$ cat src/shared/rae_pkg.sv
// constants for the reactive and apparent energy accumulation block
// assumes: an apb master on mclk, dsp inputs on the same clock
package rae_pkg;
  // ***************************************************
  // register indices (byte address is index times four)
  // ***************************************************
  localparam logic [7:0] IDX_WAVE_DATA = 8'h01;
  localparam logic [7:0] IDX_REACT_TOTAL = 8'h04;
  localparam logic [7:0] IDX_LINE_REACT = 8'h06;
  localparam logic [7:0] IDX_APP_TOTAL = 8'h07;
  localparam logic [7:0] IDX_APP_RDCLR = 8'h08;
  localparam logic [7:0] IDX_WAVE_SEL = 8'h0D;
  localparam logic [7:0] IDX_ACC_MODE = 8'h0F;
  localparam logic [7:0] IDX_HALF_CYC = 8'h12;
  localparam logic [7:0] IDX_APP_GAIN = 8'h1F;
  localparam logic [7:0] IDX_APP_DIV = 8'h26;
  localparam logic [7:0] IDX_IRQ_EN_MID = 8'hDA;
  localparam logic [7:0] IDX_IRQ_EN_HIGH = 8'hDB;
  localparam logic [7:0] IDX_IRQ_ST_MID = 8'hDD;
  localparam logic [7:0] IDX_IRQ_ST_HIGH = 8'hDE;
  // ***************************************************
  // field positions
  // ***************************************************
  localparam int ACC_ANTITAMPER_BIT = 2;
  localparam int ACC_ABSOLUTE_BIT = 3;
  localparam int CYCLE_END_BIT = 2;
  localparam int WAVE_ENABLE_BIT = 5;
  localparam int HALF_FULL_BIT = 2;
  localparam int OVERFLOW_BIT = 5;
  localparam logic [2:0] WAVE_SRC_APPARENT = 3'h3;
  localparam int WAVE_RATE_LSB = 3;
  // ***************************************************
  // reset values and counts
  // ***************************************************
  localparam logic [7:0] RESET_BYTE = 8'h00;
  localparam logic [15:0] RESET_HALF_CYC = 16'h0000;
  localparam logic [11:0] RESET_GAIN = 12'h000;
  localparam int STEP_CYCLES = 5;
  localparam real CLOCK_MHZ = 100.0;
  localparam real PULSE_WIDTH_US = 0.5;
  localparam int PULSE_CYCLES = int'(PULSE_WIDTH_US * CLOCK_MHZ);
  localparam int GAIN_SHIFT = 12;
  localparam int REACT_ACC_W = 49;
  localparam int APP_ACC_W = 48;
  localparam int REG_W = 24;
endpackage

$ cat src/rtl/rae_energy_accum.sv
// reactive and apparent energy accumulation with an apb register file
// assumes: power, rms and zero-crossing inputs come from mclk logic
`timescale 1ns/1ps
module rae_energy_accum
  import rae_pkg::*;
#(
  parameter int PW = 24 // width of power and rms inputs
) (
  input wire logic mclk, // 100 mhz clock
  input wire logic rst_n, // synchronous reset, active low
  input wire logic ce, // clock enable, freezes state when low
  input wire logic psel, // apb select
  input wire logic penable, // apb access phase
  input wire logic pwrite, // apb write
  input wire logic [9:0] paddr, // apb byte address
  input wire logic [31:0] pwdata, // apb write data
  output logic [31:0] prdata, // apb read data
  output logic pready, // apb ready
  output logic pslverr, // apb error, unmapped address
  input wire logic signed [PW-1:0] reactivePower, // calibrated var
  input wire logic signed [PW-1:0] activePower, // active power
  input wire logic varNoLoad, // var below no-load threshold
  input wire logic [PW-1:0] voltageRms, // offset-corrected vrms
  input wire logic [PW-1:0] currentRms, // offset-corrected irms
  input wire logic zeroCross, // voltage zero crossing pulse
  input wire logic sampleTick, // 25.6 ksps base pulse
  output logic energyIrq, // pending energy interrupt, level
  output logic energyPulseOutput_n, // reactive pulse, active low
  output logic waveValid, // new waveform sample pulse
  output logic [REG_W-1:0] waveData // waveform sample
);
  // ***************************************************
  // parameter check
  // ***************************************************
  if (PW < REG_W) begin : gBadWidth
    $error("PW must be at least 24");
  end

  // ***************************************************
  // registers
  // ***************************************************
  logic [7:0] waveSel_q;
  logic [7:0] accumulation_mode_control_q;
  logic [15:0] halfCyc_q;
  logic [11:0] appGain_q;
  logic [7:0] appDiv_q;
  logic [7:0] irqEnMid_q;
  logic [7:0] irqEnHigh_q;
  logic [7:0] irqStMid_q;
  logic [7:0] irqStHigh_q;
  logic [REG_W-1:0] lineReact_q;

  logic [7:0] idx;
  logic wrEn;
  logic rdEn;
  logic mapped;
  assign idx = paddr[9:2];
  assign wrEn = ce && psel && penable && pwrite;
  assign rdEn = ce && psel && penable && !pwrite;

  // decode of the mapped words
  always_comb begin
    case (idx)
      IDX_WAVE_DATA, IDX_REACT_TOTAL, IDX_LINE_REACT, IDX_APP_TOTAL,
      IDX_APP_RDCLR, IDX_WAVE_SEL, IDX_ACC_MODE, IDX_HALF_CYC,
      IDX_APP_GAIN, IDX_APP_DIV, IDX_IRQ_EN_MID, IDX_IRQ_EN_HIGH,
      IDX_IRQ_ST_MID, IDX_IRQ_ST_HIGH: mapped = 1'b1;
      default: mapped = 1'b0;
    endcase
  end

  // zero wait states: read data is registered in the setup cycle
  assign pready = psel && penable;
  assign pslverr = psel && penable && !mapped;

  // control registers written by software
  always_ff @(posedge mclk) begin
    if (!rst_n) begin
      waveSel_q <= RESET_BYTE;
      accumulation_mode_control_q <= RESET_BYTE;
      halfCyc_q <= RESET_HALF_CYC;
      appGain_q <= RESET_GAIN;
      appDiv_q <= RESET_BYTE;
      irqEnMid_q <= RESET_BYTE;
      irqEnHigh_q <= RESET_BYTE;
    end else if (wrEn) begin
      case (idx)
        IDX_WAVE_SEL: waveSel_q <= pwdata[7:0];
        IDX_ACC_MODE: accumulation_mode_control_q <= pwdata[7:0];
        IDX_HALF_CYC: halfCyc_q <= pwdata[15:0];
        IDX_APP_GAIN: appGain_q <= pwdata[11:0];
        IDX_APP_DIV: appDiv_q <= pwdata[7:0];
        IDX_IRQ_EN_MID: irqEnMid_q <= pwdata[7:0];
        IDX_IRQ_EN_HIGH: irqEnHigh_q <= pwdata[7:0];
        default: ;
      endcase
    end
  end

  // ***************************************************
  // five-clock accumulation step
  // ***************************************************
  logic [2:0] stepCnt_q;
  logic step;
  assign step = ce && (stepCnt_q == 3'(STEP_CYCLES - 1));

  always_ff @(posedge mclk) begin
    if (!rst_n) begin
      stepCnt_q <= 3'h0;
    end else if (ce) begin
      stepCnt_q <= step ? 3'h0 : stepCnt_q + 3'h1;
    end
  end

  // ***************************************************
  // reactive increment
  // ***************************************************
  logic signed [REACT_ACC_W-1:0] varExt;
  logic signed [REACT_ACC_W-1:0] varDelta;
  assign varExt = REACT_ACC_W'(reactivePower);

  // no-load gating stays active whatever mode is chosen
  always_comb begin
    if (varNoLoad) begin
      varDelta = '0;
    end else if (accumulation_mode_control_q[ACC_ABSOLUTE_BIT]) begin
      // absolute wins when both bits are set
      varDelta = varExt[REACT_ACC_W-1] ? -varExt : varExt;
    end else if (accumulation_mode_control_q[ACC_ANTITAMPER_BIT]) begin
      varDelta = activePower[PW-1] ? -varExt : varExt;
    end else begin
      varDelta = varExt;
    end
  end

  // internal reactive accumulator, feeds the pulse output too
  logic signed [REACT_ACC_W-1:0] reactAcc_q;
  always_ff @(posedge mclk) begin
    if (!rst_n) begin
      reactAcc_q <= '0;
    end else if (step) begin
      reactAcc_q <= reactAcc_q + varDelta;
    end
  end

  // ***************************************************
  // reactive pulse output
  // ***************************************************
  // a pulse per lsb of the readable word; the lsb weight ties the
  // pulse rate to the same mode-dependent accumulation
  localparam int PULSE_BIT = REACT_ACC_W - REG_W;
  logic pulseTap_q;
  logic [7:0] pulseCnt_q;
  always_ff @(posedge mclk) begin
    if (!rst_n) begin
      pulseTap_q <= 1'b0;
      pulseCnt_q <= 8'h00;
    end else if (ce) begin
      pulseTap_q <= reactAcc_q[PULSE_BIT];
      if (pulseTap_q != reactAcc_q[PULSE_BIT]) begin
        pulseCnt_q <= 8'(PULSE_CYCLES);
      end else if (pulseCnt_q != 8'h00) begin
        pulseCnt_q <= pulseCnt_q - 8'h01;
      end
    end
  end
  assign energyPulseOutput_n = (pulseCnt_q == 8'h00);

  // ***************************************************
  // line-cycle reactive accumulation
  // ***************************************************
  logic lineRun_q;
  logic [15:0] lineCnt_q;
  logic signed [REACT_ACC_W-1:0] lineAcc_q;
  logic halfCycWr;
  logic cycleEnd;
  assign halfCycWr = wrEn && (idx == IDX_HALF_CYC);
  // a zero count never completes a cycle
  assign cycleEnd = ce && lineRun_q && zeroCross && !halfCycWr &&
    (halfCyc_q != 16'h0000) && (lineCnt_q + 16'h0001 == halfCyc_q);

  // half-cycle counter disarmed by a count write, armed by the next crossing
  always_ff @(posedge mclk) begin
    if (!rst_n) begin
      lineRun_q <= 1'b0;
      lineCnt_q <= 16'h0000;
    end else if (halfCycWr) begin
      lineRun_q <= 1'b0;
      lineCnt_q <= 16'h0000;
    end else if (ce && zeroCross) begin
      lineRun_q <= 1'b1;
      if (cycleEnd || !lineRun_q) begin
        lineCnt_q <= 16'h0000;
      end else begin
        lineCnt_q <= lineCnt_q + 16'h0001;
      end
    end
  end

  // partial line energy, same increment as the ordinary accumulator
  always_ff @(posedge mclk) begin
    if (!rst_n) begin
      lineAcc_q <= '0;
    end else if (halfCycWr || cycleEnd ||
        (ce && zeroCross && !lineRun_q)) begin
      lineAcc_q <= '0;
    end else if (step && lineRun_q) begin
      lineAcc_q <= lineAcc_q + varDelta;
    end
  end

  // result word, overwritten at every cycle end whether read or not
  always_ff @(posedge mclk) begin
    if (!rst_n) begin
      lineReact_q <= '0;
    end else if (halfCycWr) begin
      lineReact_q <= '0;
    end else if (cycleEnd) begin
      // a step on the closing crossing belongs to the closing result
      lineReact_q <= REG_W'((step ? lineAcc_q + varDelta : lineAcc_q) >>>
        PULSE_BIT);
    end
  end

  // ***************************************************
  // apparent power and gain
  // ***************************************************
  logic [2*PW-1:0] rmsProduct;
  logic signed [REG_W:0] appPower;
  logic signed [13:0] gainFactor;
  logic signed [REG_W+14:0] appScaledFull;
  logic signed [REG_W+2:0] appScaled;
  assign rmsProduct = voltageRms * currentRms;
  assign appPower = {1'b0, rmsProduct[2*PW-1 -: REG_W]};
  assign gainFactor = 14'sh1000 + 14'(signed'(appGain_q));
  assign appScaledFull = appPower * gainFactor;
  assign appScaled = (REG_W+3)'(appScaledFull >>> GAIN_SHIFT);

  // ***************************************************
  // apparent energy accumulators
  // ***************************************************
  logic signed [APP_ACC_W-1:0] appDelta;
  logic [APP_ACC_W-1:0] appAcc_q;
  logic [APP_ACC_W-1:0] appRc_q;
  logic [APP_ACC_W-1:0] appAccNext;
  logic [7:0] divEff;
  logic [APP_ACC_W-1:0] appQuot;
  logic [APP_ACC_W-1:0] rcQuot;
  logic rcRead;
  assign appDelta = APP_ACC_W'(appScaled);
  assign appAccNext = APP_ACC_W'(signed'(appAcc_q) + appDelta);
  assign divEff = (appDiv_q == 8'h00) ? 8'h01 : appDiv_q;
  assign appQuot = appAcc_q / APP_ACC_W'(divEff);
  assign rcQuot = appRc_q / APP_ACC_W'(divEff);
  assign rcRead = rdEn && (idx == IDX_APP_RDCLR);

  // total accumulator, never cleared by software
  always_ff @(posedge mclk) begin
    if (!rst_n) begin
      appAcc_q <= '0;
    end else if (step) begin
      appAcc_q <= appAccNext;
    end
  end

  // read-clear copy; a step landing on the read is kept, not lost
  always_ff @(posedge mclk) begin
    if (!rst_n) begin
      appRc_q <= '0;
    end else if (rcRead) begin
      appRc_q <= step ? APP_ACC_W'(appDelta) : '0;
    end else if (step) begin
      appRc_q <= APP_ACC_W'(signed'(appRc_q) + appDelta);
    end
  end

  // ***************************************************
  // apparent half-full and overflow detection
  // ***************************************************
  logic appHalf_q;
  logic appTop_q;
  logic halfFullEvt;
  logic overflowEvt;
  // half-full uses bit 23 of the unsigned word, not bit 22
  assign halfFullEvt = ce && !appHalf_q && appQuot[APP_ACC_W-1];
  assign overflowEvt = ce && appTop_q && !appQuot[APP_ACC_W-1] &&
    !appDelta[APP_ACC_W-1];

  always_ff @(posedge mclk) begin
    if (!rst_n) begin
      appHalf_q <= 1'b0;
      appTop_q <= 1'b0;
    end else if (ce) begin
      appHalf_q <= appQuot[APP_ACC_W-1];
      appTop_q <= appQuot[APP_ACC_W-1];
    end
  end

  // ***************************************************
  // status flags, write one to clear, set wins
  // ***************************************************
  logic [7:0] setMid;
  logic [7:0] setHigh;
  logic [7:0] clrMid;
  logic [7:0] clrHigh;
  always_comb begin
    setMid = 8'h00;
    setHigh = 8'h00;
    setMid[HALF_FULL_BIT] = halfFullEvt;
    setMid[OVERFLOW_BIT] = overflowEvt;
    setHigh[CYCLE_END_BIT] = cycleEnd;
  end
  assign clrMid = (wrEn && idx == IDX_IRQ_ST_MID) ? pwdata[7:0] : 8'h00;
  assign clrHigh = (wrEn && idx == IDX_IRQ_ST_HIGH) ? pwdata[7:0] : 8'h00;

  always_ff @(posedge mclk) begin
    if (!rst_n) begin
      irqStMid_q <= RESET_BYTE;
      irqStHigh_q <= RESET_BYTE;
    end else begin
      irqStMid_q <= (irqStMid_q & ~clrMid) | setMid;
      irqStHigh_q <= (irqStHigh_q & ~clrHigh) | setHigh;
    end
  end

  // pending while any enabled flag stands
  logic [7:0] enMidMask;
  logic [7:0] enHighMask;
  assign enMidMask = 8'h24;
  assign enHighMask = 8'h04;
  always_ff @(posedge mclk) begin
    if (!rst_n) begin
      energyIrq <= 1'b0;
    end else begin
      energyIrq <= |(irqStMid_q & irqEnMid_q & enMidMask) ||
        |(irqStHigh_q & irqEnHigh_q & enHighMask);
    end
  end

  // ***************************************************
  // apparent waveform sampling
  // ***************************************************
  logic [2:0] rateCnt_q;
  logic [2:0] rateMask;
  logic waveOn;
  // base rate halved by each step of the two rate bits
  assign rateMask = 3'((4'h1 << waveSel_q[WAVE_RATE_LSB +: 2]) - 4'h1);
  assign waveOn = irqEnHigh_q[WAVE_ENABLE_BIT] &&
    (waveSel_q[2:0] == WAVE_SRC_APPARENT);

  always_ff @(posedge mclk) begin
    if (!rst_n) begin
      rateCnt_q <= 3'h0;
      waveValid <= 1'b0;
      waveData <= '0;
    end else if (ce) begin
      waveValid <= 1'b0;
      if (sampleTick) begin
        rateCnt_q <= (rateCnt_q & rateMask) == rateMask ? 3'h0 :
          rateCnt_q + 3'h1;
        if (waveOn && (rateCnt_q & rateMask) == rateMask) begin
          waveValid <= 1'b1;
          waveData <= appScaled[REG_W-1:0];
        end
      end
    end
  end

  // ***************************************************
  // read data, captured in the setup cycle
  // ***************************************************
  always_ff @(posedge mclk) begin
    if (!rst_n) begin
      prdata <= 32'h0000_0000;
    end else if (ce && psel && !penable) begin
      case (idx)
        IDX_WAVE_DATA: prdata <= 32'(waveData);
        IDX_REACT_TOTAL: prdata <= 32'(reactAcc_q[REACT_ACC_W-1 -: REG_W]);
        IDX_LINE_REACT: prdata <= 32'(lineReact_q);
        IDX_APP_TOTAL: prdata <= 32'(appQuot[APP_ACC_W-1 -: REG_W]);
        IDX_APP_RDCLR: prdata <= 32'(rcQuot[APP_ACC_W-1 -: REG_W]);
        IDX_WAVE_SEL: prdata <= 32'(waveSel_q);
        IDX_ACC_MODE: prdata <= 32'(accumulation_mode_control_q);
        IDX_HALF_CYC: prdata <= 32'(halfCyc_q);
        IDX_APP_GAIN: prdata <= 32'(appGain_q);
        IDX_APP_DIV: prdata <= 32'(appDiv_q);
        IDX_IRQ_EN_MID: prdata <= 32'(irqEnMid_q);
        IDX_IRQ_EN_HIGH: prdata <= 32'(irqEnHigh_q);
        IDX_IRQ_ST_MID: prdata <= 32'(irqStMid_q);
        IDX_IRQ_ST_HIGH: prdata <= 32'(irqStHigh_q);
        default: prdata <= 32'h0000_0000;
      endcase
    end
  end
endmodule

$ cat config.mk
export PLATFORM = sky130hd
export DESIGN_NAME = rae_energy_accum
export DESIGN_NICKNAME = d
export VERILOG_FILES = /design/src/shared/rae_pkg.sv /design/src/rtl/rae_energy_accum.sv
export SDC_FILE = /design/constraint.sdc
export NUM_CORES = 2
export LEC_CHECK = 0
export BUFFER_PORTS_ARGS = -buffer_cell sky130_fd_sc_hd__buf_2
export CELL_PAD_IN_SITES_DETAIL_PLACEMENT = 0
export CELL_PAD_IN_SITES_GLOBAL_PLACEMENT = 1
export CORE_ASPECT_RATIO = 1.25
export CORE_MARGIN = 2
export CORE_UTILIZATION = 50
export CTS_CLUSTER_SIZE = 40
export DETAILED_ROUTE_END_ITERATION = 8
export PLACE_DENSITY_LB_ADDON = 0.1
export SYNTH_ARGS = -nofsm -noshare
export SYNTH_HDL_FRONTEND = slang
export SYNTH_SLANG_ARGS = --single-unit
$ cat constraint.sdc
create_clock -name mclk -period 122.2 [get_ports mclk]
set_input_delay 36.66 -clock mclk [delete_from_list [all_inputs] [get_ports mclk]]
set_output_delay 36.66 -clock mclk [all_outputs]
set_load 0.005 [all_outputs]
==> key figures <==
Global routing
  – Largest net degree at the start of global routing: 101
  – GRT Resource Usage Total: 29.57%
  – Number of global-route vias before repair: 67405
  – Initial antenna violation count: 6
  – GR Overflow Total: 0
  – Global-route wire length before repair: 359600 µm

Floorplanning
  – Die Area: 0.1502 mm²
  – Top Ports: 208
  – Die Height: 432.8 µm
  – Core Box Area: 0.1463 mm²
  – DIE WIDTH: 347.0 µm
  – # rows: 157
  – Initial core utilization: 50.25%

Routing
  – First-pass detailed-route iteration total: 9
  – DRT Wirelength: 223200 µm
  – Via-to-Cell Ratio: 5.983
  – Via count: 67206
  – Drt initial violations: 4140
  – DR WL/cell: 19.87 µm
  – Post-route ant nets: 0
  – Post-route DRC: 0

STA
  – Worst slack on hold paths: 0.4335 ns
  – Setup WS post-layout: 46.54 ns
  – Worst-margin pin slew: 1.203 ns
  – Slew HR: 19.18%
  – Endpoints failing setup: 0
  – FMAX: 13.22 MHz
  – Clock skew: 0.04701 ns
  – Max-slew violation count: 0
  – RSZ-0062 raised after global routing: false
  – Period utilization: 61.91%
  – Final Hold Viols: 0
  – Setup TNS: 0 ns
  – Fin crit period: 75.66 ns

CTS
  – Sink Count: 385
  – CTS Hold Bufs: 0
  – Clock buffer depth: 3
  – Post-CTS Setup Repair Bufs: 0
  – Clock H-tree levels: 2
  – Clk slew on worst S/H paths: 0.06 ns
  – Post-CTS resize count: 0
  – Clk Latency, worst-skew pair: 0.62 ns
  – CTS tree: yes
  – TritonCTS Buffers: 44
  – Root Buffer: clkbuf_16

Synth
  – Synth Register Bits: 385
  – Mapped cell area: 0.07354 mm²
  – Yosys warnings: 0
  – Most used DFF post-synth: dfxtp_1
  – Mapped Cells: 9428
  – EDFF count, synth: 0
  – Post-synthesis sequential area ratio: 10.48%
  – Syn Area/Cell: 7.801 µm²
  – Asr flop ratio synth: 0%
  – Unique masters post-synth: 136

Placement
  – Final GP Congestion: 0.8994
  – DP Worst Slack: 46.64 ns
  – I/O Buffers: 158
  – Placed Cells: 11155
  – DP Wirelength: 170000 µm

Finish
  – Area added between synthesis and finish: 5.296%
  – Most common cell after layout, fill and taps aside: nand2_1
  – Fin cells: 11232
  – Most frequent cells in the layout: nand2_1, inv_1, ha_1
  – Sequential cell area: 0.007709 mm²
  – Share of cells above drive strength 1: 6.715%
  – Multi-input logic area: 0.06057 mm²
  – Final-layout fill cell count: 14283
  – # nets final: 11000

Critical path
  – Arr. time, crit path: 39.00 ns
  – WP data required: 85.54 ns
  – Crit end category: output port
  – Crit Path Class: input pin to output port
  – Maximum fanout along the worst path: 19
  – Worst setup SP type: input pin

Worst hold path
  – HP Class: flip-flop to flip-flop

Status
  – Status: complete, no violations

Run
  – Max_cap viols: 0
==> synth_stat cells, types with 16 or more instances <==
cell type	number	area share, %
a211o_1	18	0.21
a211oi_1	53	0.54
a21boi_0	22	0.22
a21o_1	98	1.0
a21oi_1	617	4.2
a22oi_1	107	1.1
a311oi_1	36	0.43
a31oi_1	64	0.54
and2_1	305	2.6
and3_1	66	0.56
buf_1	22	0.11
buf_2	17	0.12
buf_4	16	0.16
clkbuf_1	404	2.1
dfxtp_1	385	10
fa_1	703	19
ha_1	857	15
inv_1	967	4.9
mux2_2	92	1.4
mux2i_1	126	1.7
nand2_1	1286	6.6
nand2b_1	66	0.56
nand3_1	154	1.0
nand4_1	35	0.30
nor2_1	729	3.7
nor2b_1	54	0.46
nor3_1	319	2.2
nor4_1	61	0.52
o2111ai_1	21	0.25
o211ai_1	56	0.57
o21a_1	197	2.0
o21ai_0	331	2.3
o21ai_1	17	0.12
o21bai_1	73	0.75
o22ai_1	19	0.16
o31a_1	26	0.31
o31ai_1	126	1.3
or2_2	44	0.37
or3_1	63	0.54
or4_1	16	0.16
xnor2_1	273	3.3
xor2_1	113	1.3
==> metrics by stage <==
| stage | util (%) | area (µm²) |
|---|---|---|
| after floorplan | - | 73590 |
| after global placement | 51.89 | 75940 |
| after detailed placement | 51.89 | 75940 |
| after CTS | 52.91 | 77430 |
| after global routing | 52.91 | 77440 |
| final | 52.92 | 77440 |
==> registers in the layout, summed over array words and instances (netlist names), 12 cells and up <==
register,count
appGain_q,12
lineReact_q,24
appAcc_q,48
reactAcc_q,49
appRc_q,48
lineAcc_q,49
waveData,24
lineCnt_q,16
prdata,24
halfCyc_q,16
==> final cells by class <==
cell class / count / share of cell area [%]
inverter: 968 / 4.702
sequential: 385 / 9.954
antenna: 2 / 0.006463
tap: 1908 / 3.083
timing repair buffer: 270 / 2.107
multi-input combinational: 7624 / 78.22
clock buffer: 57 / 1.601
clock inverter: 18 / 0.3312
==> worst max-delay path, cell delays in order <==
cell	delay, ns
buf_2	0.26
nand2b_1	0.34
nor4_2	0.06
buf_4	0.23
nor4_1	0.34
nand3_1	0.12
nor4_1	0.64
and2_1	0.22
buf_2	0.11
==> path summary, 6_finish.rpt <==
| kind | from | endpoint | slack (ns) | depth (start not counted) |
|---|---|---|---|---|
| worst max register to register | appDiv_q[4]$_SDFFE_PN0P_ | prdata[0]$_SDFFE_PN0P_ | 54.47 | 275 |
| worst min register to register | irqStHigh_q[6]$_SDFF_PN0_ | irqStHigh_q[6]$_SDFF_PN0_ | 0.43 | 2 |
| worst max-delay path | paddr[2] | pslverr | 46.54 | 9 |
| worst min-delay path | irqStHigh_q[6]$_SDFF_PN0_ | irqStHigh_q[6]$_SDFF_PN0_ | 0.43 | 2 |
==> routing by layer <==
metal	vias to the layer above	GRT usage [%]	routed length, µm
li1	32093	-	-
met1	33025	36.89	93440
met2	1684	52.76	109900
met3	402	3.029	11440
met4	2	10.48	8420
met5	-	0	8
==> kinds of logic after synthesis <==
group | Yosys count | share of synthesized area, %
AO/OA/AOI/OAI | 2134 | 19.53
XOR/XNOR | 387 | 4.627
flip-flops | 385 | 10.48
other | 1 | 0.005099
AND/OR/NAND/NOR | 3307 | 20.96
buffers and inverters | 1430 | 7.440
adder cells (fa/ha/maj) | 1563 | 33.76
multiplexers | 221 | 3.195
Power is left out: the tool's default activity adds up to more than one toggle a clock period on the data nets, which glitch-free logic cannot reach.
